<file path="src/common/adc_seq_pkg.sv">
package adc_seq_pkg;

    // ****************************************************************
    // register map and bus
    // ****************************************************************
    localparam int unsigned DATA_W = 16;
    localparam int unsigned ADDR_W = 6;
    localparam int unsigned BUF_DEPTH = 16;
    localparam logic [5:0] CTRL_ONE_ADDR = 6'h00;
    localparam logic [5:0] CTRL_TWO_ADDR = 6'h01;
    localparam logic [5:0] CTRL_THREE_ADDR = 6'h02;
    localparam logic [1:0] BUF_PAGE = 2'h1;
    localparam logic [3:0] HALF_BASE = 4'h8;
    localparam logic [3:0] BUF_START = 4'h0;

    localparam logic [15:0] CTRL_ONE_RESET = 16'h0000;
    localparam logic [15:0] CTRL_TWO_RESET = 16'h0000;
    localparam logic [15:0] CTRL_THREE_RESET = 16'h0000;
    localparam logic [15:0] CTRL_ONE_WMASK = 16'hA7EC;
    localparam logic [15:0] CTRL_TWO_WMASK = 16'hE73F;
    localparam logic [15:0] CTRL_THREE_WMASK = 16'h1F3F;

    // ****************************************************************
    // field positions and codes
    // ****************************************************************
    localparam int unsigned SAMPLE_BIT = 1;
    localparam int unsigned DONE_BIT = 0;
    localparam int unsigned SIMULTANEOUS_SAMPLE_BIT = 3;
    localparam int unsigned FILL_BIT = 7;
    localparam logic [2:0] TRIG_SOFT = 3'h0;
    localparam logic [2:0] TRIG_PIN = 3'h1;
    localparam logic [2:0] TRIG_TIMER = 3'h2;
    localparam logic [2:0] TRIG_AUTO = 3'h7;
    localparam logic [1:0] FMT_SIGNED = 2'h1;

    // ****************************************************************
    // timing in conversion clock periods
    // ****************************************************************
    localparam logic [4:0] CONV_TAD_TEN = 5'h0C;
    localparam logic [4:0] CONV_TAD_TWELVE = 5'h0E;
    localparam logic [4:0] TAD_SATURATE = 5'h1F;

    // ****************************************************************
    // types
    // ****************************************************************
    typedef struct packed {
        logic on;
        logic rsv14;
        logic stop_idle;
        logic [1:0] rsv12;
        logic res_mode;
        logic [1:0] out_format;
        logic [2:0] trig_src;
        logic rsv4;
        logic simultaneous_sample;
        logic auto_start;
        logic sample;
        logic done;
    } ctrl_one_t;

    typedef struct packed {
        logic [2:0] ref_cfg;
        logic [1:0] rsv12;
        logic scan_en;
        logic [1:0] chan_count;
        logic fill_status;
        logic rsv6;
        logic [3:0] irq_rate;
        logic buf_mode;
        logic alt_sample;
    } ctrl_two_t;

    typedef struct packed {
        logic [2:0] rsv15;
        logic [4:0] sample_time;
        logic [1:0] rsv7;
        logic [5:0] clk_sel;
    } ctrl_three_t;

    typedef struct packed {
        logic [5:0] addr;
        logic [15:0] wdata;
        logic wr;
        logic rd;
    } reg_req_t;

    typedef enum logic [1:0] {
        ST_IDLE = 2'b00,
        ST_SAMPLE = 2'b01,
        ST_CONVERT = 2'b11,
        ST_RESAMPLE = 2'b10
    } seq_state_t;

endpackage

</file>
<file path="src/result_buffer.sv">
`timescale 1ns/1ps
module result_buffer
    import adc_seq_pkg::*;
(
    input wire logic clk_sys_in,
    input wire logic resetn_in,
    input wire logic wr_en_in,
    input wire logic [3:0] wr_addr_in,
    input wire logic [15:0] wr_data_in,
    input wire logic rd_mem_in,
    input wire logic [3:0] rd_addr_in,
    input wire logic [15:0] rd_alt_in,
    output logic [15:0] rd_data_out
);
    logic [15:0] mem_q [BUF_DEPTH];
    logic [15:0] rd_data_q;

    always_ff @(posedge clk_sys_in) begin
        if (wr_en_in) begin
            mem_q[wr_addr_in] <= wr_data_in;
        end
    end

    // read register also carries the control register words
    always_ff @(posedge clk_sys_in) begin
        if (!resetn_in) begin
            rd_data_q <= '0;
        end else if (rd_mem_in) begin
            rd_data_q <= mem_q[rd_addr_in];
        end else begin
            rd_data_q <= rd_alt_in;
        end
    end

    assign rd_data_out = rd_data_q;
endmodule

</file>
<file path="src/adc_sequence_control.sv">
// Chosen here: the register addresses and the strobed register port.
`timescale 1ns/1ps
module adc_sequence_control
    import adc_seq_pkg::*;
(
    input wire logic clk_sys_in,
    input wire logic resetn_in,
    input wire logic [5:0] reg_addr_in,
    input wire logic [15:0] reg_wdata_in,
    input wire logic reg_write_in,
    input wire logic reg_read_in,
    output logic [15:0] reg_rdata_out,
    input wire logic idle_mode_in,
    input wire logic timer3_match_in,
    input wire logic external_interrupt_pin_in,
    input wire logic [11:0] conv_data_in,
    output logic sample_hold_out,
    output logic conv_start_out,
    output logic [1:0] channel_out,
    output logic alt_select_b_out,
    output logic converter_irq_flag_out,
    output logic resolution_mode_out,
    output logic [2:0] reference_config_out,
    output logic scan_enable_out
);
    // ****************************************************************
    // registers and bus decode
    // ****************************************************************
    reg_req_t req;
    ctrl_one_t ctrl1_q;
    ctrl_two_t ctrl2_q;
    ctrl_three_t ctrl3_q;
    ctrl_one_t rd_one;
    ctrl_two_t rd_two;
    logic [15:0] rd_alt;
    logic ctrl1_wr;
    logic rd_mem;

    assign req = '{addr: reg_addr_in, wdata: reg_wdata_in, wr: reg_write_in, rd: reg_read_in};
    assign ctrl1_wr = req.wr && (req.addr == CTRL_ONE_ADDR);
    assign rd_mem = req.rd && (req.addr[5:4] == BUF_PAGE);

    always_ff @(posedge clk_sys_in) begin
        if (!resetn_in) begin
            ctrl1_q <= ctrl_one_t'(CTRL_ONE_RESET);
        end else if (ctrl1_wr) begin
            ctrl1_q <= ctrl_one_t'(req.wdata & CTRL_ONE_WMASK);
        end
    end

    always_ff @(posedge clk_sys_in) begin
        if (!resetn_in) begin
            ctrl2_q <= ctrl_two_t'(CTRL_TWO_RESET);
            ctrl3_q <= ctrl_three_t'(CTRL_THREE_RESET);
        end else if (req.wr && req.addr == CTRL_TWO_ADDR) begin
            ctrl2_q <= ctrl_two_t'(req.wdata & CTRL_TWO_WMASK);
        end else if (req.wr && req.addr == CTRL_THREE_ADDR) begin
            ctrl3_q <= ctrl_three_t'(req.wdata & CTRL_THREE_WMASK);
        end
    end

    // ****************************************************************
    // effective configuration
    // ****************************************************************
    logic run;
    logic res12;
    logic simultaneous_sample_eff;
    logic [1:0] chps_eff;
    logic [1:0] last_chan;
    logic [4:0] conv_len;

    function automatic logic [1:0] last_channel(input logic [1:0] chps);
        logic [1:0] last;
        last = 2'h0;
        if (chps[1]) begin
            last = 2'h3;
        end else if (chps[0]) begin
            last = 2'h1;
        end
        return last;
    endfunction

    function automatic logic [15:0] format_result(input logic [11:0] raw, input logic mode12, input logic [1:0] fmt);
        logic [15:0] word;
        word = {6'h00, raw[9:0]};
        if (mode12) begin
            word = {4'h0, raw};
            if (fmt == FMT_SIGNED) begin
                word = {{5{~raw[11]}}, raw[10:0]};
            end
        end else if (fmt == FMT_SIGNED) begin
            word = {{7{~raw[9]}}, raw[8:0]};
        end
        return word;
    endfunction

    assign run = ctrl1_q.on && !(ctrl1_q.stop_idle && idle_mode_in);
    assign res12 = ctrl1_q.res_mode;
    assign simultaneous_sample_eff = ctrl1_q.simultaneous_sample && !res12;
    assign chps_eff = res12 ? 2'h0 : ctrl2_q.chan_count;
    assign last_chan = last_channel(chps_eff);
    assign conv_len = res12 ? CONV_TAD_TWELVE : CONV_TAD_TEN;

    // ****************************************************************
    // external pin synchroniser and edge
    // ****************************************************************
    logic pin_meta_q;
    logic pin_sync_q;
    logic pin_prev_q;
    logic pin_edge;

    always_ff @(posedge clk_sys_in) begin
        if (!resetn_in) begin
            pin_meta_q <= 1'b0;
            pin_sync_q <= 1'b0;
            pin_prev_q <= 1'b0;
        end else begin
            pin_meta_q <= external_interrupt_pin_in;
            pin_sync_q <= pin_meta_q;
            pin_prev_q <= pin_sync_q;
        end
    end
    assign pin_edge = pin_sync_q && !pin_prev_q;

    // ****************************************************************
    // conversion clock and phase counter
    // ****************************************************************
    seq_state_t state_q;
    seq_state_t state_d;
    logic [5:0] presc_q;
    logic [4:0] tad_cnt_q;
    logic tad_tick;
    logic trig_fire;
    logic sample_end;
    logic conv_end;
    logic seq_end;

    assign tad_tick = (presc_q == ctrl3_q.clk_sel);

    always_ff @(posedge clk_sys_in) begin
        if (!resetn_in || !run || state_q == ST_IDLE || tad_tick) begin
            presc_q <= 6'h00;
        end else begin
            presc_q <= presc_q + 6'h01;
        end
    end

    always_ff @(posedge clk_sys_in) begin
        if (!resetn_in || state_d != state_q || conv_end) begin
            tad_cnt_q <= 5'h00;
        end else if (tad_tick && tad_cnt_q != TAD_SATURATE) begin
            tad_cnt_q <= tad_cnt_q + 5'h01;
        end
    end

    // ****************************************************************
    // sequencer
    // ****************************************************************
    always_comb begin
        case (ctrl1_q.trig_src)
            TRIG_SOFT: trig_fire = ctrl1_wr && !req.wdata[SAMPLE_BIT];
            TRIG_PIN: trig_fire = pin_edge;
            TRIG_TIMER: trig_fire = timer3_match_in;
            TRIG_AUTO: trig_fire = (tad_cnt_q == ctrl3_q.sample_time);
            default: trig_fire = 1'b0;
        endcase
    end

    always_comb begin
        state_d = state_q;
        sample_end = 1'b0;
        conv_end = 1'b0;
        seq_end = 1'b0;
        case (state_q)
            ST_IDLE: begin
                if (ctrl1_q.auto_start || (ctrl1_wr && req.wdata[SAMPLE_BIT])) begin
                    state_d = ST_SAMPLE;
                end
            end
            ST_SAMPLE: begin
                if (trig_fire) begin
                    state_d = ST_CONVERT;
                    sample_end = 1'b1;
                end
            end
            ST_CONVERT: begin
                if (tad_tick && tad_cnt_q == conv_len - 5'h01) begin
                    conv_end = 1'b1;
                    if (channel_out == last_chan) begin
                        seq_end = 1'b1;
                        state_d = ctrl1_q.auto_start ? ST_SAMPLE : ST_IDLE;
                    end else begin
                        state_d = simultaneous_sample_eff ? ST_CONVERT : ST_RESAMPLE;
                    end
                end
            end
            ST_RESAMPLE: begin
                if (tad_tick) begin
                    state_d = ST_CONVERT;
                end
            end
            default: state_d = ST_IDLE;
        endcase
        if (!run) begin
            state_d = ST_IDLE;
            sample_end = 1'b0;
            conv_end = 1'b0;
            seq_end = 1'b0;
        end
    end

    always_ff @(posedge clk_sys_in) begin
        if (!resetn_in) begin
            state_q <= ST_IDLE;
            sample_hold_out <= 1'b0;
            conv_start_out <= 1'b0;
        end else begin
            state_q <= state_d;
            sample_hold_out <= (state_d == ST_SAMPLE) || (state_d == ST_RESAMPLE);
            conv_start_out <= (state_d == ST_CONVERT) && (state_q != ST_CONVERT || conv_end);
        end
    end

    // ****************************************************************
    // done flag
    // ****************************************************************
    logic done_q;

    always_ff @(posedge clk_sys_in) begin
        if (!resetn_in) begin
            done_q <= 1'b0;
        end else if (seq_end) begin
            done_q <= 1'b1;
        end else if (sample_end) begin
            done_q <= 1'b0;
        end else if (ctrl1_wr && !req.wdata[DONE_BIT]) begin
            done_q <= 1'b0;
        end
    end

    // ****************************************************************
    // channel, buffer pointer, interrupt rate, halves
    // ****************************************************************
    logic [3:0] wr_ptr_q;
    logic [3:0] seq_cnt_q;
    logic irq_fire;
    logic rd_two_fill_q;

    assign irq_fire = seq_end && (seq_cnt_q == ctrl2_q.irq_rate);

    always_ff @(posedge clk_sys_in) begin
        if (!resetn_in || state_q == ST_IDLE || seq_end) begin
            channel_out <= 2'h0;
        end else if (conv_end) begin
            channel_out <= channel_out + 2'h1;
        end
    end

    always_ff @(posedge clk_sys_in) begin
        if (!resetn_in || !ctrl1_q.on) begin
            seq_cnt_q <= 4'h0;
            converter_irq_flag_out <= 1'b0;
        end else begin
            converter_irq_flag_out <= irq_fire;
            if (irq_fire) begin
                seq_cnt_q <= 4'h0;
            end else if (seq_end) begin
                seq_cnt_q <= seq_cnt_q + 4'h1;
            end
        end
    end

    always_ff @(posedge clk_sys_in) begin
        if (!resetn_in || !ctrl1_q.on || !ctrl2_q.buf_mode) begin
            rd_two_fill_q <= 1'b0;
        end else if (irq_fire) begin
            rd_two_fill_q <= !rd_two_fill_q;
        end
    end

    always_ff @(posedge clk_sys_in) begin
        if (!resetn_in || !ctrl1_q.on) begin
            wr_ptr_q <= BUF_START;
        end else if (irq_fire) begin
            wr_ptr_q <= (ctrl2_q.buf_mode && !rd_two_fill_q) ? HALF_BASE : BUF_START;
        end else if (conv_end) begin
            wr_ptr_q <= wr_ptr_q + 4'h1;
        end
    end

    always_ff @(posedge clk_sys_in) begin
        if (!resetn_in || !ctrl2_q.alt_sample) begin
            alt_select_b_out <= 1'b0;
        end else if (seq_end) begin
            alt_select_b_out <= !alt_select_b_out;
        end
    end

    always_ff @(posedge clk_sys_in) begin
        if (!resetn_in) begin
            resolution_mode_out <= 1'b0;
            reference_config_out <= 3'h0;
            scan_enable_out <= 1'b0;
        end else begin
            resolution_mode_out <= res12;
            reference_config_out <= ctrl2_q.ref_cfg;
            scan_enable_out <= ctrl2_q.scan_en;
        end
    end

    // ****************************************************************
    // readback and result buffer
    // ****************************************************************
    always_comb begin
        rd_one = ctrl1_q;
        rd_one.simultaneous_sample = simultaneous_sample_eff;
        rd_one.sample = sample_hold_out;
        rd_one.done = done_q;
        rd_two = ctrl2_q;
        rd_two.chan_count = chps_eff;
        rd_two.fill_status = rd_two_fill_q;
        rd_alt = 16'h0000;
        if (req.rd) begin
            case (req.addr)
                CTRL_ONE_ADDR: rd_alt = rd_one;
                CTRL_TWO_ADDR: rd_alt = rd_two;
                CTRL_THREE_ADDR: rd_alt = ctrl3_q;
                default: rd_alt = 16'h0000;
            endcase
        end
    end

    result_buffer u_buf (
        .clk_sys_in(clk_sys_in),
        .resetn_in(resetn_in),
        .wr_en_in(conv_end),
        .wr_addr_in(wr_ptr_q),
        .wr_data_in(format_result(conv_data_in, res12, ctrl1_q.out_format)),
        .rd_mem_in(rd_mem),
        .rd_addr_in(req.addr[3:0]),
        .rd_alt_in(rd_alt),
        .rd_data_out(reg_rdata_out)
    );
endmodule

</file>
<file path="config.mk">
export PLATFORM = sky130hd
export DESIGN_NAME = adc_sequence_control
export DESIGN_NICKNAME = d
export VERILOG_FILES = /design/src/common/adc_seq_pkg.sv /design/src/result_buffer.sv /design/src/adc_sequence_control.sv
export SDC_FILE = /design/constraint.sdc
export NUM_CORES = 1
export LEC_CHECK = 0
export BUFFER_PORTS_ARGS = -buffer_cell sky130_fd_sc_hd__buf_2
export CORE_UTILIZATION = 50
export CTS_CLUSTER_DIAMETER = 80
export CTS_CLUSTER_SIZE = 25
export DETAILED_ROUTE_END_ITERATION = 6
export GPL_TIMING_DRIVEN = 0
export PLACE_DENSITY = 0.67
export SYNTH_ARGS = -nofsm -noshare
export SYNTH_HDL_FRONTEND = slang
export SYNTH_SLANG_ARGS = --single-unit
</file>
<file path="constraint.sdc">
create_clock -name clk_sys_in -period 5.95 [get_ports clk_sys_in]
set_input_delay 1.4875 -clock clk_sys_in [delete_from_list [all_inputs] [get_ports clk_sys_in]]
set_output_delay 1.4875 -clock clk_sys_in [all_outputs]
set_load 0.02 [all_outputs]
</file>
==> summary.md <==
| Metric | Value |
|---|---|
| Status | finished, final reports clean |
| Overall overflow remaining after global route | 0 |
| Min cycle time layout | ~4 ns |
| Ranking of synthesized cells by area | edfxtp_1, dfxtp_1, mux4_2 |
| Post-detailed-placement half-perimeter wirelength | 19210 um |
| Area share of the leading cell type in the synthesized netlist | between 50% and 60% |
| First drt pass iteration count | 5 |
| Largest stage delay on the critical path | ~0.94 ns |
| Layout overhead on the synthesized area | 11.79% |
| Clock input transition at the sequential cells of the worst setup and hold paths | 0.09 ns |
| Startpoint of the worst hold path | pin_meta_q$_SDFF_PN0_ |
| Routed vias | about 6800 |
| Number of port buffers | 63 |
| Worst path cell trace | buf_2 > a21boi_2 > nand2_1 > nor4_1 > nand2_1 > nor3_2 > buf_6 |
| Worst flop-to-flop path endpoint | u_buf.mem_q[1][10]$_DFFE_PP_ |
| R2r setup slk | roughly 2.4 ns |
| Clock tree from TritonCTS | built |
| Width of the die | roughly 160 um |
| TritonCTS buffer count | 16 |
| Final antenna-violating net count | 0 |
| Post-route DRC violation count | 0 |
| Most repeated library cell on the critical path | nand2_1 |
| Number of cells traversed by the worst hold path | 1 |
| Endpoint, Worst Hold | pin_sync_q$_SDFF_PN0_ |
| Count of clock tree sinks | 294 |
| Buffers from clock root to sink, at most | 3 |
| Number of nets in the finished design | around 920 |
| Count of H-tree levels built during CTS | 1 |
| Number of stages on the worst setup path | 7 |
| Proportion of synthesized chip area in sequential cells | 66.69% |
| Part of the cycle the worst path needs | slightly below 70% |
| Total of flip-flops plus latches after synthesis | around 300 |
| Number of antenna violations at the first check in global routing | 0 |
| Number of global-route vias before repair | approximately 6700 |
| Post-synth top flop | edfxtp_1 |
| Worst-case setup slack after placement | between 1 and 1.5 ns |
| Final Hold Vio Count | 0 |
| Number of setup violations in the final report | 0 |
| Via-to-Cell Ratio | 5.675 |
| Hold Crit Class | flop to flop |
| Quantity of gates resized following cts | 0 |
| Count of mapped cells out of synthesis | between 700 and 800 |
| Type of origin of the critical path | primary input |
| Setup TNS Final | 0 ns |
| Largest net degree at the start of global routing | 27 |
| Die height | 156.6 um |
| Drt wl/cell | around 23 um |
| Iteration-0 DRC count of the detailed router | 526 |
| Final slew viol count | 0 |
| Synth Area per Inst | 15.48 sq um |
| Post-synth net total | about 800 |
| Most common library cells after synthesis | edfxtp_1, dfxtp_1, mux4_2, nand2_1, nor2_1 |
| Cell at the root of the clock tree | clkbuf_16 |
| Share of cells above drive strength 1 | between 20% and 30% |
| Number of setup buffers added after CTS | 0 |
| Worst Max-Slew Pin Slew | around 1.3 ns |
| Clock latency reported for the late side of the worst-skew pair | between 0.5 and 0.6 ns |
| Largest voltage drop on the vdd net | 0.0002155 V |
| Biggest area consumer among synthesized cells | edfxtp_1 |
| Start of the worst register-to-register path | ctrl3_q[3]$_SDFFE_PN0P_ |
| CORE AREA | ~23000 sq um |
| Number of distinct library cell variants in the gate-level netlist after synthesis | 59 |
| Effective utilization at floorplan | around half |
| RSZ-0062 raised after global routing | no |
| Fill count | between 1500 and 2000 |
| Number of placed I/O pins | 68 |
| Hold buffers post-CTS | 0 |
| Dominant cell by count in the synthesized netlist | edfxtp_1 |
| Relative slew slack | around 11% |
| Worst endpoint required time | 6.17 ns |
| Total inserted antenna cells | 0 |
| R2r worst-path depth | 6 |
| Synth warn | 0 |
| Largest fanout on the critical path | 7 |
| Worst path arrival time | 4.29 ns |
| Kind of critical path | primary input to flop |
| Clk_skew | 0.02164 ns |
| Multi-input gate area | ~3800 sq um |
| Count of standard-cell rows | between 50 and 60 |
| Storage element area | between 7000 and 8000 sq um |
| Post-synthesis instance area | around 12000 sq um |
| EDFF count, synth | approximately 210 |
| Critical-path cell with the highest stage delay | nor4_1 |
| Total Die Area | around 25000 sq um |
| Fraction of registers with async set/reset | 0% |
| Pwr dens | about 260 nW/um^2 |
| Total buffers and inverters traversed by the critical path | 2 |
| Crit. End Element | flop |
| Gate family responsible for the most delay along the worst path | simple AND/OR/NAND/NOR gates |
| Wire length of the first global-routing pass | roughly 41000 um |
| Gp weighted congestion | approximately 0.87 |
| Total wire length after detailed routing | about 27000 um |
| Leakage power | 4.700 nW |
| Total routing resource utilization after global routing | 23.02% |
| Number of max-cap violations | 0 |
| Worst-case setup margin in the final layout | between 1.5 and 2 ns |
| Max Fclk | ~250 MHz |
## layer usage
layer / share of wire (%) / vias up / wire, um / GRT usage (%)
met3: 4.3 / 52 / 1169 / 2.769
met1: 43 / 3380 / 11730 / 31.42
met4: 3.8 / 0 / 1033 / 8.357
met2: 49 / 217 / 13200 / 38.22
met5: 0 / - / 0 / 0
li1: - / 3138 / - / -
## power breakdown
group	switching (mW)	internal (mW)	leakage, nW
Clock	0.660	0.521	0.231
Combinational	0.0946	0.0698	1.82
Sequential	0.00620	2.18	2.65
## area by class of cell
| type | instances | share of cell area [%] |
|---|---|---|
| plain buffers | 37 | 1.237 |
| well taps | 319 | 2.988 |
| multi-input cells | 417 | 28.26 |
| clock buffers | 22 | 3.166 |
| flip-flops and latches | 294 | 59.65 |
| clock inverters | 6 | 0.4496 |
| repair buffers | 77 | 3.569 |
| inverters | 24 | 0.6745 |
## worst reg2reg max path: cells and delay by family (launching register included)
| family | cells | cell delay [ns] |
|---|---|---|
| buf+inv | 1 | 0.25 |
| xor+xnor | 1 | 0.18 |
| simple gates | 4 | 2.42 |
| flops | 1 | 0.47 |
## per-stage QoR
step / power (mW) / instances / hold slack (ns) / utilization [%] / instance area [sq um]
after floorplan: 2.335 / 772 / 0.4119 / - / 11950
after global routing: 3.629 / 1196 / 0.4716 / 56.90 / 13360
after CTS: 3.553 / 1196 / 0.4555 / 56.90 / 13360
after global placement: 2.401 / 1154 / 0.4284 / 53.94 / 12660
after detailed placement: 2.403 / 1168 / 0.4238 / 54.85 / 12870
final: 3.536 / 1196 / 0.4498 / 56.90 / 13360
## cells in the final DEF (no fill, tap or decap), types with 20 or more instances in the layout
cell,n
dfxtp_1,86
mux2i_1,33
nand3_1,20
buf_2,72
inv_1,23
mux4_2,64
a21oi_1,20
nor2b_1,23
nor2_1,22
clkbuf_1,27
edfxtp_1,208
nand2_1,54
## logic make-up after synthesis
group,Yosys count,share of synthesized area (%)
AND/OR/NAND/NOR,197,8.493
adder cells (fa/ha/maj),11,1.152
XOR/XNOR,24,1.759
buffers and inverters,61,2.136
flip-flops,294,66.69
AO/OA/AOI/OAI,88,4.943
multiplexers,97,14.83
## worst max-delay path by stage
stage / from / to / slack [ns]
after floorplan: idle_mode_in / u_buf.mem_q[0][0]$_DFFE_PP_ / 1.99
after global placement: idle_mode_in / u_buf.mem_q[0][6]$_DFFE_PP_ / 0.18
after CTS: idle_mode_in / u_buf.mem_q[1][10]$_DFFE_PP_ / 1.89
after detailed placement: idle_mode_in / u_buf.mem_q[1][4]$_DFFE_PP_ / 1.37
final: idle_mode_in / u_buf.mem_q[1][10]$_DFFE_PP_ / 1.88
after global routing: idle_mode_in / u_buf.mem_q[11][11]$_DFFE_PP_ / 1.65
## flip-flops by register name (all words and copies together) (netlist names), 2 cells and up
signal / count
ctrl3_q: 11
ctrl2_q: 12
ctrl1_q: 9
u_buf.mem_q: 208
wr_ptr_q: 4
presc_q: 6
u_buf.rd_data_out: 16
tad_cnt_q: 5
reference_config_out: 3
state_q: 2
channel_out: 2
seq_cnt_q: 4
Note: power is estimated with default switching activity, not from simulation.
